`src/rtl/gtc_pkg.sv`:
```
// package: register map, field layouts and state record of the general timers
package gtc_pkg;

   // ****************************************
   // timing
   // ****************************************
   localparam int unsigned CLK_HZ = 10_000_000;
   localparam int unsigned PRESCALE_DIV = 12;
   localparam logic [3:0] PRESCALE_LAST = 4'(PRESCALE_DIV - 1);

   // ****************************************
   // register byte offsets
   // ****************************************
   localparam logic [7:0] ADR_MODE = 8'h00;
   localparam logic [7:0] ADR_CTL = 8'h04;
   localparam logic [7:0] ADR_T0_LO = 8'h08;
   localparam logic [7:0] ADR_T0_HI = 8'h0C;
   localparam logic [7:0] ADR_T1_LO = 8'h10;
   localparam logic [7:0] ADR_T1_HI = 8'h14;
   localparam logic [7:0] ADR_T2_CTL = 8'h18;
   localparam logic [7:0] ADR_T2_MODE = 8'h1C;
   localparam logic [7:0] ADR_T2_LO = 8'h20;
   localparam logic [7:0] ADR_T2_HI = 8'h24;
   localparam logic [7:0] ADR_CAP_LO = 8'h28;
   localparam logic [7:0] ADR_CAP_HI = 8'h2C;

   // ****************************************
   // timer 0/1 modes and count limits
   // ****************************************
   localparam logic [1:0] MODE_13BIT = 2'h0;
   localparam logic [1:0] MODE_16BIT = 2'h1;
   localparam logic [1:0] MODE_8BIT_RELOAD = 2'h2;
   localparam logic [1:0] MODE_HALT = 2'h3;
   localparam logic [4:0] PRESCALE5_TOP = 5'h1F;
   localparam logic [7:0] BYTE_TOP = 8'hFF;
   localparam logic [15:0] WORD_TOP = 16'hFFFF;

   // ****************************************
   // reset values
   // ****************************************
   localparam logic [7:0] RST_BYTE = 8'h00;
   localparam logic [15:0] RST_WORD = 16'h0000;

   // ****************************************
   // field layouts
   // ****************************************
   typedef struct packed {
      logic t1_gate_bit;
      logic t1_counter_select;
      logic [1:0] t1_mode;
      logic t0_gate_bit;
      logic t0_counter_select;
      logic [1:0] t0_mode;
   } gtc_mode_s;

   typedef struct packed {
      logic t1_overflow_flag;
      logic t1_run_bit;
      logic t0_overflow_flag;
      logic t0_run_bit;
      logic [3:0] rsvd;
   } gtc_ctl_s;

   typedef struct packed {
      logic t2_overflow_flag;
      logic t2_external_flag;
      logic receive_baud_select;
      logic transmit_baud_select;
      logic t2_external_enable;
      logic t2_run_bit;
      logic t2_counter_select;
      logic capture_reload_select;
   } gtc_t2ctl_s;

   typedef struct packed {
      logic t0_count_pin;
      logic t1_count_pin;
      logic t2_count_pin;
      logic ext_gate_pin_0;
      logic ext_gate_pin_1;
      logic trigger_pin;
   } gtc_pins_s;

   typedef struct packed {
      logic [3:0] pre;
      logic tick;
      logic [3:0] pin_prev;
      gtc_mode_s mode;
      gtc_ctl_s ctl;
      logic [7:0] t0_lo;
      logic [7:0] t0_hi;
      logic [7:0] t1_lo;
      logic [7:0] t1_hi;
      gtc_t2ctl_s t2ctl;
      logic down_count_enable;
      logic [15:0] t2_cnt;
      logic [15:0] cap;
      logic t2_irq;
      logic baud_tick;
      logic ack;
      logic [31:0] dat;
   } gtc_state_s;

endpackage

```
`src/rtl/gtc_timers.sv`:
```
// general timers 0, 1 and 2 with capture, reload and up/down counting, wishbone register slave
//
// How it works
// - 13-bit mode: 5-bit low prescaler feeds 8-bit high byte; upper low bits untouched.
// - 16-bit mode: low and high bytes cascade, count input bumps the low byte.
// - 8-bit reload: low byte overflow sets flag, reloads from high byte unchanged.
// - timer 1 in mode 3 halts and holds its count.
// - reload period is 256 minus start or reload value; flag cleared on service.
// - gate and run set: count only while the external gate pin is high.
// - run bit clear stops counting, set starts it; timer 1 counts regardless of its run bit while timer 0 is in mode 3.
// - timer 2 is a 16-bit counter fed by divided clock or its count pin.
// - after reset timer 2 is in auto-reload mode.
// - capture mode: timer 2 overflow sets its overflow flag.
// - capture mode with enable: trigger falling edge copies count, sets external flag.
// - with down-count enable clear, overflow or external flag raises timer 2 request.
// - reset clears down-count enable, so timer 2 counts up.
// - up count reaches FFFF, sets flag, loads capture/reload value.
// - with enable set, trigger falling edge also reloads and sets external flag.
// - up/down with trigger high: count up, reload from capture/reload at FFFF.
// - up/down with trigger low: count down, at capture/reload value load FFFF.
// - up/down: external flag toggles on wrap, no request, acts as 17th bit.
// - either baud select bit puts timer 2 in baud generator mode.
// - select bit set: count falling edges on the count pin.
// - timer 0 mode 3: its high byte uses timer 1 run bit and flag.
// - timer 2 flag stays until software clears; never set in baud mode.
//
// The register offsets and register access over Wishbone were decided locally.
`timescale 1ns/1ps
module gtc_timers (
   // clock and reset
   input wire logic mclk_i,
   input wire logic srst_i,
   // wishbone slave
   input wire logic wb_cyc_i,
   input wire logic wb_stb_i,
   input wire logic wb_we_i,
   input wire logic [7:0] wb_adr_i,
   input wire logic [3:0] wb_sel_i,
   input wire logic [31:0] wb_dat_i,
   output logic wb_ack_o,
   output logic [31:0] wb_dat_o,
   // external pins
   input wire gtc_pkg::gtc_pins_s pins_i,
   // interrupt service acknowledges
   input wire logic t0_irq_ack_i,
   input wire logic t1_irq_ack_i,
   // requests and status
   output logic t0_irq_o,
   output logic t1_irq_o,
   output logic t2_irq_o,
   output logic t2_baud_tick_o
);
   import gtc_pkg::*;

   gtc_state_s q;
   gtc_state_s d;

   logic acc, wr;
   logic [7:0] wdat;
   logic fall0, fall1, fall2, trig_fall;
   logic t0_m3, run1;
   logic inc0, inc1, inc0_hi, inc2;
   logic set_tf0, set_tf1, set_tf2, set_exf, tog_exf;
   logic baud, capmode, updown, ext_evt, t2_wrap;
   logic [16:0] s0, s1;
   logic [15:0] cnt_n, cap_n;
   gtc_ctl_s ctl_b;
   gtc_t2ctl_s t2_b;

   // ****************************************
   // timer 0/1 step: returns {overflow, high, low}
   // ****************************************
   function automatic logic [16:0] step8(input logic [1:0] md, input logic [7:0] lo, input logic [7:0] hi,
                                         input logic inc);
      logic [16:0] r;
      r = {1'b0, hi, lo};
      if (inc) begin
         unique case (md)
            MODE_13BIT: begin
               r[4:0] = lo[4:0] + 5'h01;
               if (lo[4:0] == PRESCALE5_TOP) begin
                  r[15:8] = hi + 8'h01;
                  r[16] = (hi == BYTE_TOP);
               end
            end
            MODE_16BIT: begin
               r = {1'b0, hi, lo} + 17'h00001;
            end
            MODE_8BIT_RELOAD: begin
               if (lo == BYTE_TOP) begin
                  r = {1'b1, hi, hi};
               end else begin
                  r[7:0] = lo + 8'h01;
               end
            end
            MODE_HALT: begin
               r = {1'b0, hi, lo};
            end
         endcase
      end
      return r;
   endfunction

   // ****************************************
   // register read mux
   // ****************************************
   function automatic logic [7:0] rd_mux(input gtc_state_s s, input logic [7:0] a);
      logic [7:0] v;
      v = RST_BYTE;
      unique case (a)
         ADR_MODE: v = s.mode;
         ADR_CTL: v = {s.ctl.t1_overflow_flag, s.ctl.t1_run_bit, s.ctl.t0_overflow_flag, s.ctl.t0_run_bit, 4'h0};
         ADR_T0_LO: v = s.t0_lo;
         ADR_T0_HI: v = s.t0_hi;
         ADR_T1_LO: v = s.t1_lo;
         ADR_T1_HI: v = s.t1_hi;
         ADR_T2_CTL: v = s.t2ctl;
         ADR_T2_MODE: v = {7'h00, s.down_count_enable};
         ADR_T2_LO: v = s.t2_cnt[7:0];
         ADR_T2_HI: v = s.t2_cnt[15:8];
         ADR_CAP_LO: v = s.cap[7:0];
         ADR_CAP_HI: v = s.cap[15:8];
         default: v = RST_BYTE;
      endcase
      return v;
   endfunction

   // ****************************************
   // next state
   // ****************************************
   always_comb begin
      d = q;
      // bus handshake: ack one cycle after request, write at the acked edge
      acc = wb_cyc_i & wb_stb_i;
      wr = acc & wb_we_i & q.ack & wb_sel_i[0];
      wdat = wb_dat_i[7:0];
      d.ack = acc & ~q.ack;
      d.dat = (acc & ~q.ack) ? {24'h000000, rd_mux(q, wb_adr_i)} : 32'h00000000;

      // divide-by-twelve peripheral tick
      d.tick = (q.pre == PRESCALE_LAST);
      d.pre = d.tick ? 4'h0 : q.pre + 4'h1;

      // pin sampling and falling edges
      d.pin_prev = {pins_i.t0_count_pin, pins_i.t1_count_pin, pins_i.t2_count_pin, pins_i.trigger_pin};
      fall0 = q.pin_prev[3] & ~pins_i.t0_count_pin;
      fall1 = q.pin_prev[2] & ~pins_i.t1_count_pin;
      fall2 = q.pin_prev[1] & ~pins_i.t2_count_pin;
      trig_fall = q.pin_prev[0] & ~pins_i.trigger_pin;

      // timer 0/1 count enables
      t0_m3 = (q.mode.t0_mode == MODE_HALT);
      run1 = t0_m3 | q.ctl.t1_run_bit;
      inc0 = q.ctl.t0_run_bit & (~q.mode.t0_gate_bit | pins_i.ext_gate_pin_0)
             & (q.mode.t0_counter_select ? fall0 : q.tick);
      inc1 = run1 & (~q.mode.t1_gate_bit | pins_i.ext_gate_pin_1)
             & (q.mode.t1_counter_select ? fall1 : q.tick);
      inc0_hi = q.ctl.t1_run_bit & q.tick;

      if (t0_m3) begin
         s0[7:0] = inc0 ? q.t0_lo + 8'h01 : q.t0_lo;
         s0[15:8] = inc0_hi ? q.t0_hi + 8'h01 : q.t0_hi;
         s0[16] = inc0 & (q.t0_lo == BYTE_TOP);
      end else begin
         s0 = step8(q.mode.t0_mode, q.t0_lo, q.t0_hi, inc0);
      end
      s1 = step8(q.mode.t1_mode, q.t1_lo, q.t1_hi, inc1);
      set_tf0 = s0[16];
      set_tf1 = t0_m3 ? (inc0_hi & (q.t0_hi == BYTE_TOP)) : s1[16];
      d.t0_lo = s0[7:0];
      d.t0_hi = s0[15:8];
      d.t1_lo = s1[7:0];
      d.t1_hi = s1[15:8];

      // ****************************************
      // timer 2
      // ****************************************
      baud = q.t2ctl.receive_baud_select | q.t2ctl.transmit_baud_select;
      capmode = q.t2ctl.capture_reload_select & ~baud;
      updown = q.down_count_enable & ~q.t2ctl.capture_reload_select & ~baud;
      ext_evt = q.t2ctl.t2_external_enable & trig_fall & ~baud;
      inc2 = q.t2ctl.t2_run_bit & (q.t2ctl.t2_counter_select ? fall2 : q.tick);
      set_tf2 = 1'b0;
      set_exf = 1'b0;
      tog_exf = 1'b0;
      t2_wrap = 1'b0;
      cnt_n = q.t2_cnt;
      cap_n = q.cap;
      if (capmode) begin
         if (inc2) begin
            cnt_n = q.t2_cnt + 16'h0001;
            set_tf2 = (q.t2_cnt == WORD_TOP);
         end
         if (ext_evt) begin
            cap_n = q.t2_cnt;
            set_exf = 1'b1;
         end
      end else if (updown) begin
         if (inc2) begin
            if (pins_i.trigger_pin) begin
               if (q.t2_cnt == WORD_TOP) begin
                  cnt_n = q.cap;
                  set_tf2 = 1'b1;
                  tog_exf = 1'b1;
               end else begin
                  cnt_n = q.t2_cnt + 16'h0001;
               end
            end else begin
               if (q.t2_cnt == q.cap) begin
                  cnt_n = WORD_TOP;
                  set_tf2 = 1'b1;
                  tog_exf = 1'b1;
               end else begin
                  cnt_n = q.t2_cnt - 16'h0001;
               end
            end
         end
      end else begin
         if (inc2) begin
            if (q.t2_cnt == WORD_TOP) begin
               cnt_n = q.cap;
               t2_wrap = 1'b1;
               set_tf2 = ~baud;
            end else begin
               cnt_n = q.t2_cnt + 16'h0001;
            end
         end
         if (ext_evt) begin
            cnt_n = q.cap;
            set_exf = 1'b1;
         end
      end
      d.baud_tick = baud & t2_wrap;

      // ****************************************
      // software writes; counting is overridden, flag sets win
      // ****************************************
      ctl_b = q.ctl;
      ctl_b.t0_overflow_flag = q.ctl.t0_overflow_flag & ~t0_irq_ack_i;
      ctl_b.t1_overflow_flag = q.ctl.t1_overflow_flag & ~t1_irq_ack_i;
      t2_b = q.t2ctl;
      if (wr) begin
         unique case (wb_adr_i)
            ADR_MODE: d.mode = wdat;
            ADR_CTL: ctl_b = {wdat[7:4], 4'h0};
            ADR_T0_LO: d.t0_lo = wdat;
            ADR_T0_HI: d.t0_hi = wdat;
            ADR_T1_LO: d.t1_lo = wdat;
            ADR_T1_HI: d.t1_hi = wdat;
            ADR_T2_CTL: t2_b = wdat;
            ADR_T2_MODE: d.down_count_enable = wdat[0];
            ADR_T2_LO: cnt_n[7:0] = wdat;
            ADR_T2_HI: cnt_n[15:8] = wdat;
            ADR_CAP_LO: cap_n[7:0] = wdat;
            ADR_CAP_HI: cap_n[15:8] = wdat;
            default: ;
         endcase
      end
      d.ctl = ctl_b;
      d.ctl.t0_overflow_flag = ctl_b.t0_overflow_flag | set_tf0;
      d.ctl.t1_overflow_flag = ctl_b.t1_overflow_flag | set_tf1;
      d.t2ctl = t2_b;
      d.t2ctl.t2_overflow_flag = t2_b.t2_overflow_flag | set_tf2;
      d.t2ctl.t2_external_flag = tog_exf ? ~q.t2ctl.t2_external_flag : (t2_b.t2_external_flag | set_exf);
      d.t2_cnt = cnt_n;
      d.cap = cap_n;
      d.t2_irq = d.t2ctl.t2_overflow_flag | (d.t2ctl.t2_external_flag & ~d.down_count_enable);
   end

   // ****************************************
   // state register
   // ****************************************
   always_ff @(posedge mclk_i) begin
      if (srst_i) begin
         q <= '0;
      end else begin
         q <= d;
      end
   end

   assign wb_ack_o = q.ack;
   assign wb_dat_o = q.dat;
   assign t0_irq_o = q.ctl.t0_overflow_flag;
   assign t1_irq_o = q.ctl.t1_overflow_flag;
   assign t2_irq_o = q.t2_irq;
   assign t2_baud_tick_o = q.baud_tick;
endmodule
```
`config.mk`:
```
export PLATFORM = sky130hd
export DESIGN_NAME = gtc_timers
export DESIGN_NICKNAME = d
export VERILOG_FILES = /design/src/rtl/gtc_pkg.sv /design/src/rtl/gtc_timers.sv
export SDC_FILE = /design/constraint.sdc
export NUM_CORES = 1
export LEC_CHECK = 0
export BUFFER_PORTS_ARGS = -buffer_cell sky130_fd_sc_hd__buf_4
export CORE_AREA = 2 2 173 175
export CTS_BUF_LIST = sky130_fd_sc_hd__clkbuf_4 sky130_fd_sc_hd__clkbuf_8
export DETAILED_ROUTE_END_ITERATION = 16
export DIE_AREA = 0 0 175 177
export HOLD_SLACK_MARGIN = 0.05
export PLACE_DENSITY_LB_ADDON = 0.15
export SETUP_SLACK_MARGIN = 0.3
export SYNTH_ARGS = -nofsm -noshare
export SYNTH_HDL_FRONTEND = slang
export SYNTH_SLANG_ARGS = --single-unit
```
`constraint.sdc`:
```
create_clock -name mclk_i -period 2.2 [get_ports mclk_i]
set_input_delay 0.11 -clock mclk_i [delete_from_list [all_inputs] [get_ports mclk_i]]
set_output_delay 0.11 -clock mclk_i [all_outputs]
set_load 0.01 [all_outputs]
```
==> reports/qor.yml <==
status: "finished with violations"
violations: "setup timing"
dieArea_um2: 31000
die_x_um: 175
nets: 1545
synthFlopType: "dfxtp_1"
grt_pass1_vias: 10095
synth-edff-count: 0
initial_utilization: 0.304
post-place-ws_ns: -0.213
criticalPathCategory: "reg2reg"
vias_per_cell: 5.81
setup_ws_ns: -0.0968
port_buffers: 42
via_count: 10847
synth_top_cell_by_area: "dfxtp_1"
tritoncts: "done"
syn_avg_cell_area_um2: 6.99
cts_buffer_depth: 2
r2r-start: "q[63]"
grt_max_degree: 41
track_usage: 0.255
ant_nets: 0
power_density_nw_per_um2: 279
hold_path.class: "in2reg"
whs_endpoint: "t1_irq_o"
power.leakage_nw: 4.99
cts_made_buffers: 9
path_clk_slew_ns: 0.13
std_cell_rows: 63
io_pins: 94
final-instance-count-excl-fill: 1867
antenna_cells: 0
dr_wl_met3_um: 2730
insertion_delay_ns: 0.41
finalWirelength_um: 41000
die_y_um: 177
hold_path_startpoint: "t1_irq_ack_i"
yosys.cell_types.count: 82
post-route-min-period_ns: 2.30
ir_drop_mv: 0.225
met2WireLength_um: 18100
critPathArrivalTime_ns: 2.60
finalHoldViolCount: 0
ctsRootBufferMaster: "clkbuf_8"
syn-cell-area_um2: 8900
clock_skew_ns: 0.0230
ys_ff_latch: 105
grt_pass1_wl_um: 60700
synth_cells: 1272
slew_headroom: 0.618
hpwl_um: 29300
tightest_slew_ns: 0.571
rrSetupSlack_ns: -0.1
core-area_um2: 29200
clock-sinks: 105
htreeDepth: 3
yosys-top-cells-area: "dfxtp_1, nor2_1, a21oi_1"
max-cap-violations: 0
async_flop_share: 0
drt-initial-drc-count: 1050
holdPathStages: 4
grt_overflow: 0
synth_sequential_area_ratio: 0.236
synth_most_common_cell: "nor2_1"
r2r-end: "q[66]"
rsz0062_at_grt: "yes"
max_freq_ghz: 0.435
wl_per_cell_um: 21.9
antenna_found_initial: 0
placed_cells: 1785
reg2reg_depth: 7
final-setup-viol-count: 5
synthToLayoutAreaGrowth_pct: 45.3
drc_errors: 0
drt_pass1_iterations: 5
cp-end-kind: "flop"
finalMaxSlewViolations: 0
synth_top_area_share: 0.236
synth_warnings: 0
netlist_top_cells_count: "nor2_1, nand2_1, dfxtp_1, a21oi_1, clkbuf_1"
cp_max_fo: 2
drive_gt1_frac: 0.373
fin_crit_sh: 1.04
gp_congestion: 0.929
top_layer: "met4"
startpoint_type: "flop"
drt-met1-wl_um: 18800
cp.required_ns: 2.50
-- layer usage --
metal / global-route usage / up-vias
met2: 0.392 / 471
met4: 0.0889 / 0
li1: - / 5026
met1: 0.366 / 5268
met3: 0.0339 / 82
met5: 0 / -
-- how the worst max path moves through the flow --
| stage | cells past startpoint | slack [ns] | to | from |
|---|---|---|---|---|
| global placement | 10 | -0.15 | q[66] | q[61] |
| CTS | 7 | -0.09 | q[66] | q[60] |
| global route | 7 | -0.17 | q[66] | q[63] |
| finish | 7 | -0.1 | q[66] | q[63] |
| floorplan | 8 | -0.1 | q[66] | q[56] |
| detailed placement | 8 | -0.21 | q[58] | q[61] |
-- repair_timing --
action / 4_1_cts / 5_1_grt
setup endpoints to repair: 65 / 61
gates cloned: 0 / 2
buffers inserted: 32 / 25
hold endpoints to repair: 9 / 0
resized for setup: 140 / 188
hold buffers: 7 / 0
pin swaps: 50 / 108
-- where the power goes --
part / leakage [nW] / switching, mW / internal (mW)
Clock: 0.105 / 0.831 / 0.558
Combinational: 4.03 / 0.213 / 0.0971
Sequential: 0.863 / 0.00636 / 1.90
-- cell usage in the layout (no fill, tap or decap), types with 23 or more instances in the layout --
cell and count:
buf_4 242, nor2_1 127, nand2_1 118, a21oi_1 81, dfxtp_1 79, nand3_1 61
buf_6 48, o21ai_0 40, nor3_1 34, a211oi_1 26, mux2i_1 25, conb_1 24
xor2_1 23
-- metrics by stage --
step | area [µm²] | TNS [ns] | power [mW] | utilization | hold slack [ns]
CTS | 11900 | -0.0968 | 3.62 | 0.406 | 0.0506
global placement | 10800 | -1.22 | 2.24 | 0.370 | 0.338
floorplan | 9190 | -0.0976 | 2.12 | - | 0.238
detailed placement | 10800 | -1.94 | 2.24 | 0.370 | 0.343
finish | 12900 | -0.279 | 3.60 | 0.442 | 0.0693
global route | 12900 | -0.806 | 3.71 | 0.442 | 0.0692
-- state kept, by name (all words and copies together), names as in the netlist --
name and count:
t2_baud_tick_o 1, wb_dat_o 8, t1_irq_o 1, q 92, t2_irq_o 1, wb_ack_o 1, t0_irq_o 1
-- critical path: stages (launching register included) --
cell      delay [ns]
dfxtp_2         0.35
or4_4           0.53
or4_4           0.51
or3_1           0.33
xor2_1          0.16
a21oi_2         0.08
a211oi_2        0.18
nor4_2          0.05
-- cell type report --
class                           count  area [µm²]
Timing Repair Buffer              307        2630
Multi-Input combinational cell   1024        7340
Tap cell                          390         488
Sequential cell                   105        2160
Clock inverter                      6        73.8
Inverter                           25         100
Clock buffer                       10         131
Fill cell                        2930       16300
-- logic make-up after synthesis --
family                   synth area share
AND/OR/NAND/NOR                     0.284
adder cells (fa/ha/maj)            0.0225
buffers and inverters              0.0855
XOR/XNOR                           0.0453
flip-flops                          0.236
other                            0.000422
AO/OA/AOI/OAI                       0.278
multiplexers                       0.0480
(Power assumes the default switching activity.)
